<file path="src/hdl/pac_pkg.sv">
package pac_pkg;

  // register byte addresses as seen by the serial bus engine
  localparam logic [15:0] PAC_ADDR_GAIN_BLUE  = 16'h8430;
  localparam logic [15:0] PAC_ADDR_GAIN_GREEN = 16'h8431;
  localparam logic [15:0] PAC_ADDR_GAIN_RED   = 16'h8432;
  localparam logic [15:0] PAC_ADDR_CONTRAST   = 16'h8433;
  localparam logic [15:0] PAC_ADDR_LEVEL_ONE  = 16'h8434;
  localparam logic [15:0] PAC_ADDR_LEVEL_TWO  = 16'h8435;
  localparam logic [15:0] PAC_ADDR_LEVEL_THR  = 16'h8436;
  localparam logic [15:0] PAC_ADDR_LEVEL_FOUR = 16'h8437;
  localparam logic [15:0] PAC_ADDR_SCALE_CFG  = 16'h8438;
  localparam logic [15:0] PAC_ADDR_GLOBAL     = 16'h8439;
  localparam logic [15:0] PAC_ADDR_RANGE      = 16'h843E;
  localparam logic [15:0] PAC_ADDR_RESET_CTL  = 16'h843F;

  // field positions
  localparam int PAC_GAIN_MSB      = 6;
  localparam int PAC_OFFSET_LSB    = 0;
  localparam int PAC_OFFSET_MSB    = 2;
  localparam int PAC_OSD_LSB       = 3;
  localparam int PAC_OSD_MSB       = 4;
  localparam int PAC_SCALE_BIT     = 5;
  localparam int PAC_MIX_BIT       = 6;
  localparam int PAC_BLANK_BIT     = 0;
  localparam int PAC_PSAVE_BIT     = 1;
  localparam int PAC_RANGE_LSB     = 0;
  localparam int PAC_RANGE_MSB     = 1;
  localparam int PAC_VBLANK_BIT    = 2;
  localparam int PAC_SRESET_BIT    = 0;
  localparam int PAC_AI_DIS_BIT    = 6;

  // values after reset
  localparam logic [6:0] PAC_GAIN_RST   = 7'h00;
  localparam logic [6:0] PAC_CONTR_RST  = 7'h00;
  localparam logic [7:0] PAC_LEVEL_RST  = 8'h00;
  localparam logic       PAC_SCALE_RST  = 1'b0;
  localparam logic       PAC_MIX_RST    = 1'b0;
  localparam logic [1:0] PAC_OSD_RST    = 2'h0;
  localparam logic [2:0] PAC_OFFSET_RST = 3'h0;
  localparam logic       PAC_BLANK_RST  = 1'b0;
  localparam logic       PAC_PSAVE_RST  = 1'b0;
  localparam logic [1:0] PAC_RANGE_RST  = 2'h0;
  localparam logic       PAC_VBLANK_RST = 1'b0;
  localparam logic       PAC_AI_DIS_RST = 1'b0;
  localparam logic       PAC_SRESET_RST = 1'b0;
  localparam logic [7:0] PAC_RDATA_RST  = 8'h00;

  typedef struct packed {
    logic [6:0] gain_blue;
    logic [6:0] gain_green;
    logic [6:0] gain_red;
    logic [6:0] contrast;
    logic [7:0] level_one;
    logic [7:0] level_two;
    logic [7:0] level_three;
    logic [7:0] level_four;
    logic       scale_sel;
    logic       mix_en;
    logic [1:0] overlay_contrast;
    logic [2:0] black_offset;
    logic       blank;
    logic       power_save;
    logic [1:0] freq_range;
    logic       vblank_en;
    logic       ai_dis;
    logic       soft_rst;
    logic [7:0] rdata;
  } pac_state_t;

endpackage

</file>
<file path="src/hdl/pac_regs.sv">
`timescale 1ns/1ps
// Function
// - each channel gain register's low seven bits set that channel's gain
// - contrast field applies one common gain to all three channels
// - four level registers each hold a full 8-bit output code
// - scale bit low selects 4.5V range, high selects 2.5V for outputs 1-3
// - mix bit high halves output 4 and adds it to outputs 1-3
// - three-bit field sets common DC offset of video outputs
// - two-bit field selects contrast of overlay graphics
// - global blank bit high forces video outputs to black
// - power save bit high shuts down analog sections
// - two-bit field selects pixel clock loop frequency range
// - vertical blank enable high gates vertical blanking onto outputs
// - self-clearing soft reset reloads other registers, serial transfers unaffected
module pac_regs
  import pac_pkg::*;
(
  input  wire logic        mclk_i,
  input  wire logic        resetn_i,
  input  wire logic        ce_i,
  input  wire logic [15:0] reg_addr_i,
  input  wire logic [7:0]  reg_wdata_i,
  input  wire logic        reg_wr_i,
  input  wire logic        reg_rd_i,
  output logic      [7:0]  reg_rdata_o,
  output logic      [6:0]  blue_gain_field_o,
  output logic      [6:0]  green_gain_field_o,
  output logic      [6:0]  red_gain_field_o,
  output logic      [6:0]  contrast_gain_field_o,
  output logic      [7:0]  level_one_code_o,
  output logic      [7:0]  level_two_code_o,
  output logic      [7:0]  level_three_code_o,
  output logic      [7:0]  level_four_code_o,
  output logic             level_scale_select_o,
  output logic             level_four_mix_enable_o,
  output logic      [1:0]  overlay_contrast_field_o,
  output logic      [2:0]  output_black_offset_o,
  output logic             global_blank_o,
  output logic             power_save_o,
  output logic      [1:0]  loop_freq_range_o,
  output logic             vertical_blank_enable_o,
  output logic             auto_inc_disable_o,
  output logic             soft_reset_o
);

  // every configuration field at its reset value; bookkeeping fields untouched
  function automatic pac_state_t with_defaults(input pac_state_t s);
    pac_state_t r;
    r                  = s;
    r.gain_blue        = PAC_GAIN_RST;
    r.gain_green       = PAC_GAIN_RST;
    r.gain_red         = PAC_GAIN_RST;
    r.contrast         = PAC_CONTR_RST;
    r.level_one        = PAC_LEVEL_RST;
    r.level_two        = PAC_LEVEL_RST;
    r.level_three      = PAC_LEVEL_RST;
    r.level_four       = PAC_LEVEL_RST;
    r.scale_sel        = PAC_SCALE_RST;
    r.mix_en           = PAC_MIX_RST;
    r.overlay_contrast = PAC_OSD_RST;
    r.black_offset     = PAC_OFFSET_RST;
    r.blank            = PAC_BLANK_RST;
    r.power_save       = PAC_PSAVE_RST;
    r.freq_range       = PAC_RANGE_RST;
    r.vblank_en        = PAC_VBLANK_RST;
    return r;
  endfunction

  // reserved bit positions always read back as zero
  function automatic logic [7:0] read_byte(input pac_state_t s, input logic [15:0] a);
    logic [7:0] b;
    b = 8'h00;
    unique case (a)
      PAC_ADDR_GAIN_BLUE:  b = {1'b0, s.gain_blue};
      PAC_ADDR_GAIN_GREEN: b = {1'b0, s.gain_green};
      PAC_ADDR_GAIN_RED:   b = {1'b0, s.gain_red};
      PAC_ADDR_CONTRAST:   b = {1'b0, s.contrast};
      PAC_ADDR_LEVEL_ONE:  b = s.level_one;
      PAC_ADDR_LEVEL_TWO:  b = s.level_two;
      PAC_ADDR_LEVEL_THR:  b = s.level_three;
      PAC_ADDR_LEVEL_FOUR: b = s.level_four;
      PAC_ADDR_SCALE_CFG: begin
        b[PAC_MIX_BIT]                  = s.mix_en;
        b[PAC_SCALE_BIT]                = s.scale_sel;
        b[PAC_OSD_MSB:PAC_OSD_LSB]      = s.overlay_contrast;
        b[PAC_OFFSET_MSB:PAC_OFFSET_LSB] = s.black_offset;
      end
      PAC_ADDR_GLOBAL: begin
        b[PAC_PSAVE_BIT] = s.power_save;
        b[PAC_BLANK_BIT] = s.blank;
      end
      PAC_ADDR_RANGE: begin
        b[PAC_VBLANK_BIT]              = s.vblank_en;
        b[PAC_RANGE_MSB:PAC_RANGE_LSB] = s.freq_range;
      end
      PAC_ADDR_RESET_CTL: begin
        b[PAC_AI_DIS_BIT] = s.ai_dis;
        b[PAC_SRESET_BIT] = s.soft_rst;
      end
      default: b = 8'h00;
    endcase
    return b;
  endfunction

  localparam pac_state_t PAC_RST_STATE = '{
    gain_blue:        PAC_GAIN_RST,
    gain_green:       PAC_GAIN_RST,
    gain_red:         PAC_GAIN_RST,
    contrast:         PAC_CONTR_RST,
    level_one:        PAC_LEVEL_RST,
    level_two:        PAC_LEVEL_RST,
    level_three:      PAC_LEVEL_RST,
    level_four:       PAC_LEVEL_RST,
    scale_sel:        PAC_SCALE_RST,
    mix_en:           PAC_MIX_RST,
    overlay_contrast: PAC_OSD_RST,
    black_offset:     PAC_OFFSET_RST,
    blank:            PAC_BLANK_RST,
    power_save:       PAC_PSAVE_RST,
    freq_range:       PAC_RANGE_RST,
    vblank_en:        PAC_VBLANK_RST,
    ai_dis:           PAC_AI_DIS_RST,
    soft_rst:         PAC_SRESET_RST,
    rdata:            PAC_RDATA_RST
  };

  pac_state_t st_q;
  pac_state_t st_d;

  always_comb begin
    st_d = st_q;
    if (reg_rd_i) begin
      st_d.rdata = read_byte(st_q, reg_addr_i);
    end
    if (st_q.soft_rst) begin
      // reset cycle: defaults win over any write landing now; the bus engine
      // itself is outside this bank, so transfers in flight carry on
      st_d          = with_defaults(st_d);
      st_d.soft_rst = 1'b0;
    end else if (reg_wr_i) begin
      // reserved bits are dropped; software is expected to write them as zero
      unique case (reg_addr_i)
        PAC_ADDR_GAIN_BLUE:  st_d.gain_blue   = reg_wdata_i[PAC_GAIN_MSB:0];
        PAC_ADDR_GAIN_GREEN: st_d.gain_green  = reg_wdata_i[PAC_GAIN_MSB:0];
        PAC_ADDR_GAIN_RED:   st_d.gain_red    = reg_wdata_i[PAC_GAIN_MSB:0];
        PAC_ADDR_CONTRAST:   st_d.contrast    = reg_wdata_i[PAC_GAIN_MSB:0];
        PAC_ADDR_LEVEL_ONE:  st_d.level_one   = reg_wdata_i;
        PAC_ADDR_LEVEL_TWO:  st_d.level_two   = reg_wdata_i;
        PAC_ADDR_LEVEL_THR:  st_d.level_three = reg_wdata_i;
        PAC_ADDR_LEVEL_FOUR: st_d.level_four  = reg_wdata_i;
        PAC_ADDR_SCALE_CFG: begin
          st_d.black_offset     = reg_wdata_i[PAC_OFFSET_MSB:PAC_OFFSET_LSB];
          st_d.overlay_contrast = reg_wdata_i[PAC_OSD_MSB:PAC_OSD_LSB];
          st_d.scale_sel        = reg_wdata_i[PAC_SCALE_BIT];
          st_d.mix_en           = reg_wdata_i[PAC_MIX_BIT];
        end
        PAC_ADDR_GLOBAL: begin
          st_d.blank      = reg_wdata_i[PAC_BLANK_BIT];
          st_d.power_save = reg_wdata_i[PAC_PSAVE_BIT];
        end
        PAC_ADDR_RANGE: begin
          st_d.freq_range = reg_wdata_i[PAC_RANGE_MSB:PAC_RANGE_LSB];
          st_d.vblank_en  = reg_wdata_i[PAC_VBLANK_BIT];
        end
        PAC_ADDR_RESET_CTL: begin
          st_d.ai_dis   = reg_wdata_i[PAC_AI_DIS_BIT];
          st_d.soft_rst = reg_wdata_i[PAC_SRESET_BIT];
        end
        default: st_d = st_d;
      endcase
    end
  end

  always_ff @(posedge mclk_i or negedge resetn_i) begin
    if (!resetn_i) begin
      st_q <= PAC_RST_STATE;
    end else if (ce_i) begin
      st_q <= st_d;
    end
  end

  assign reg_rdata_o              = st_q.rdata;
  assign blue_gain_field_o        = st_q.gain_blue;
  assign green_gain_field_o       = st_q.gain_green;
  assign red_gain_field_o         = st_q.gain_red;
  assign contrast_gain_field_o    = st_q.contrast;
  assign level_one_code_o         = st_q.level_one;
  assign level_two_code_o         = st_q.level_two;
  assign level_three_code_o       = st_q.level_three;
  assign level_four_code_o        = st_q.level_four;
  assign level_scale_select_o     = st_q.scale_sel;
  assign level_four_mix_enable_o  = st_q.mix_en;
  assign overlay_contrast_field_o = st_q.overlay_contrast;
  assign output_black_offset_o    = st_q.black_offset;
  assign global_blank_o           = st_q.blank;
  assign power_save_o             = st_q.power_save;
  assign loop_freq_range_o        = st_q.freq_range;
  assign vertical_blank_enable_o  = st_q.vblank_en;
  assign auto_inc_disable_o       = st_q.ai_dis;
  assign soft_reset_o             = st_q.soft_rst;
endmodule // pac_regs

</file>
<file path="config.mk">
export PLATFORM = sky130hd
export DESIGN_NAME = pac_regs
export DESIGN_NICKNAME = d
export VERILOG_FILES = /design/src/hdl/pac_pkg.sv /design/src/hdl/pac_regs.sv
export SDC_FILE = /design/constraint.sdc
export NUM_CORES = 1
export LEC_CHECK = 0
export ABC_CLOCK_PERIOD_IN_PS = 6200
export BUFFER_PORTS_ARGS = -buffer_cell sky130_fd_sc_hd__buf_2
export CORE_MARGIN = 2
export CORE_UTILIZATION = 40
export CTS_CLUSTER_DIAMETER = 150
export DETAILED_ROUTE_END_ITERATION = 10
export PLACE_DENSITY = 0.63
export SLEW_MARGIN = 20
export SYNTH_ARGS = -nofsm -noshare
export SYNTH_HDL_FRONTEND = slang
export SYNTH_SLANG_ARGS = --single-unit
</file>
<file path="constraint.sdc">
create_clock -name mclk_i -period 6.2 [get_ports mclk_i]
set_input_delay 1.24 -clock mclk_i [delete_from_list [all_inputs] [get_ports mclk_i]]
set_output_delay 1.24 -clock mclk_i [all_outputs]
set_load 0.01 [all_outputs]
</file>
==> results.toml <==
[logic_synthesis]
synthCells = 322
ys_types = 52
yosysWarnings = 0
synth_seq_cells = 82
syn_avg_cell_area_um2 = 12.74
async_flop_share_pct = 100.0
synthesis.area_mm2 = 0.004101
synth_nets = 351
synth_edf_count = 0
yosysSeqAreaShare_pct = 50.03
synth_ff_type = "dfrtp_1"

[placed_design]
dp_cells = 544
place_congestion = 0.8781
portBuffers = 110
hpwl_um = 8135

[global_route]
antenna_found_initial = 0
grt_pass1_vias = 3112
grt_max_degree = 83
grtUsageTotal_pct = 21.92
grt_pass1_wl_um = 18170
grt-ovfl-total = 0

[route]
wl_per_cell_um = 21.11
drt-total-wl_um = 11820
drcViolationCount = 0
detail_route.first_pass.iterations = 5
num_vias = 3221
routed_via_density = 5.752
drt_iter0_markers = 239
ant_nets = 0

[sta]
min_period_ns = 3.597
worstMarginPinSlew_ns = 1.013
skew_ns = 0.005111
finalHoldViolations = 0
rsz0062_at_grt = "false"
slew_violations = 0
finalCritPeriodShare_pct = 58.01
timing.fmax_mhz = 278.0
maxSlewHeadroom_pct = 32.36
finalSetupTns_ns = 0
setup_violations = 0

[worst_setup_path]
arrival_ns = 3.85
cp_max_fo = 16
cp-end-kind = "register"
critical_path_required_ns = 6.45
worstSetupStartpointType = "primary input"
worstSetupPathType = "in -> reg"

[power_and_ir_drop]
leakagePower_nw = 2.439
power.density_mw_per_mm2 = 221.6
ir_worst_vdd_mv = 0.1277

[layout]
final_nets = 451
regArea_mm2 = 0.002052
final_cell_mix = "109 x buf_2, 82 x dfrtp_1, 76 x mux2_2"
fin_cells = 560
layout_commonest_cell = "buf_2"
final.fill_count = 929
diodes = 0
multi_input_area_mm2 = 0.001953
postLayoutCoreUtil_pct = 49.94
syn2layout_area_growth_pct = 20.10
drive_above_1_share_pct = 52.69

[cts]
h-tree-depth = 3
clock_path_buffers = 2
cts.sinks = 82
cts_tree = "yes"
post_cts.resized_instances = 0
worstSkewPairLatency_ns = 0.36
cts_setup_buffers = 0
clk_pin_slew_ns = 0.08
cts-root-buf = "clkbuf_8"
ctsHoldBuffers = 0
numCtsBuffers = 9

[die]
rows = 36
ios = 111
initial_core_util_pct = 41.58
core_mm2 = 0.009864
die_w_um = 105.3
die_area_mm2 = 0.01108
die_y_um = 105.3

[run_status]
status = "complete, no violations"

[run]
cap_violations = 0

[min_path]
min_path_type = "reg -> reg"
Yosys cell counts, types with 2 or more instances:
| cell | count | area [um^2] |
|---|---|---|
| dfrtp_1 | 82 | 2052 |
| mux2_2 | 76 | 855.8 |
| clkbuf_1 | 14 | 52.55 |
| and2_1 | 12 | 75.07 |
| nand2_1 | 12 | 45.04 |
| a21oi_1 | 11 | 55.05 |
| a22oi_1 | 9 | 67.56 |
| nand3_1 | 9 | 45.04 |
| o21ai_0 | 9 | 45.04 |
| mux4_2 | 6 | 135.1 |
| mux2i_1 | 5 | 50.05 |
| nor2_1 | 5 | 18.77 |
| nor2b_1 | 5 | 31.28 |
| a21oi_4 | 4 | 65.06 |
| a31oi_1 | 4 | 25.02 |
| buf_1 | 4 | 15.01 |
| nor3_1 | 4 | 20.02 |
| a22o_1 | 3 | 26.28 |
| nand4_1 | 3 | 18.77 |
| or3_1 | 3 | 18.77 |
| a21oi_2 | 2 | 17.52 |
| a221oi_1 | 2 | 17.52 |
| and3_1 | 2 | 12.51 |
| buf_2 | 2 | 10.01 |
| inv_1 | 2 | 7.510 |
| nand4bb_1 | 2 | 22.52 |
| nor2_4 | 2 | 22.52 |
| nor3b_1 | 2 | 15.01 |
| nor4_4 | 2 | 42.54 |
| o2bb2ai_1 | 2 | 17.52 |
through the flow:
stage / setup slack, ns / hold slack (ns) / power (mW) / area [um^2]
2_1_floorplan: 2.997 / 0.5162 / 0.6554 / 4101
3_3_place_gp: 2.267 / 0.4600 / 0.7195 / 4736
3_5_place_dp: 2.225 / 0.4675 / 0.7215 / 4736
4_1_cts: 2.610 / 0.4860 / 1.098 / 4922
5_1_grt: 2.502 / 0.5266 / 1.136 / 4926
6_report: 2.603 / 0.4777 / 1.092 / 4926
cell families (layout without fill, tap and decap cells):
group           count (synthesis)  count (layout)  share of synthesized area (%)
mux                            88              88                          25.66
flops                          82              82                          50.03
compound gates                 55              55                          10.13
buf+inv                        24             129                          2.440
simple gates                   73              73                          11.74
power by group:
| group | switching [mW] | internal [mW] |
|---|---|---|
| clock | 0.197 | 0.185 |
| combinational | 0.0760 | 0.0560 |
| sequential | 0.0199 | 0.558 |
path summary, 6_finish.rpt:
kind / start / end / slack (ns) / cells past startpoint
max in group asynchronous: resetn_i / red_gain_field_o[3] / 4.77 / 1
setup / recovery: reg_addr_i[13] / level_two_code_o[3] / 2.60 / 6
setup reg to reg: soft_reset_o / red_gain_field_o[0] / 3.98 / 3
min in group asynchronous: resetn_i / red_gain_field_o[1] / 0.92 / 1
hold / removal: reg_rdata_o[4] / reg_rdata_o[4] / 0.48 / 2
hold reg to reg: reg_rdata_o[4] / reg_rdata_o[4] / 0.48 / 2
per-layer routing:
metal	vias to the layer above	GRT usage, %	share of wire (%)
li1	1408	-	-
met1	1645	31.87	45
met2	146	32.21	46
met3	22	4.886	6.5
met4	0	7.619	2.0
met5	-	0	0
state kept, by name (all words and copies together) (netlist names):
register,count
output_black_offset_o,3
blue_gain_field_o,7
vertical_blank_enable_o,1
level_scale_select_o,1
contrast_gain_field_o,7
loop_freq_range_o,2
reg_rdata_o,8
power_save_o,1
overlay_contrast_field_o,2
level_one_code_o,8
level_four_mix_enable_o,1
red_gain_field_o,7
global_blank_o,1
green_gain_field_o,7
auto_inc_disable_o,1
level_four_code_o,8
level_two_code_o,8
level_three_code_o,8
soft_reset_o,1
final cells by class:
cell class / count / share of cell area [%]
sequential: 82 / 41.66
multi-input combinational: 216 / 39.65
timing repair buffer: 110 / 11.30
tap: 133 / 3.378
clock buffer: 11 / 2.667
clock inverter: 5 / 1.118
inverter: 3 / 0.2286
worst max-delay path, cell delays in order:
cell	delay, ns
buf_2	0.10
or4b_4	0.59
nor4_4	0.76
nand3_1	0.30
a21oi_4	0.46
mux2_2	0.39
No activity file was read; power rests on OpenSTA's default activity.
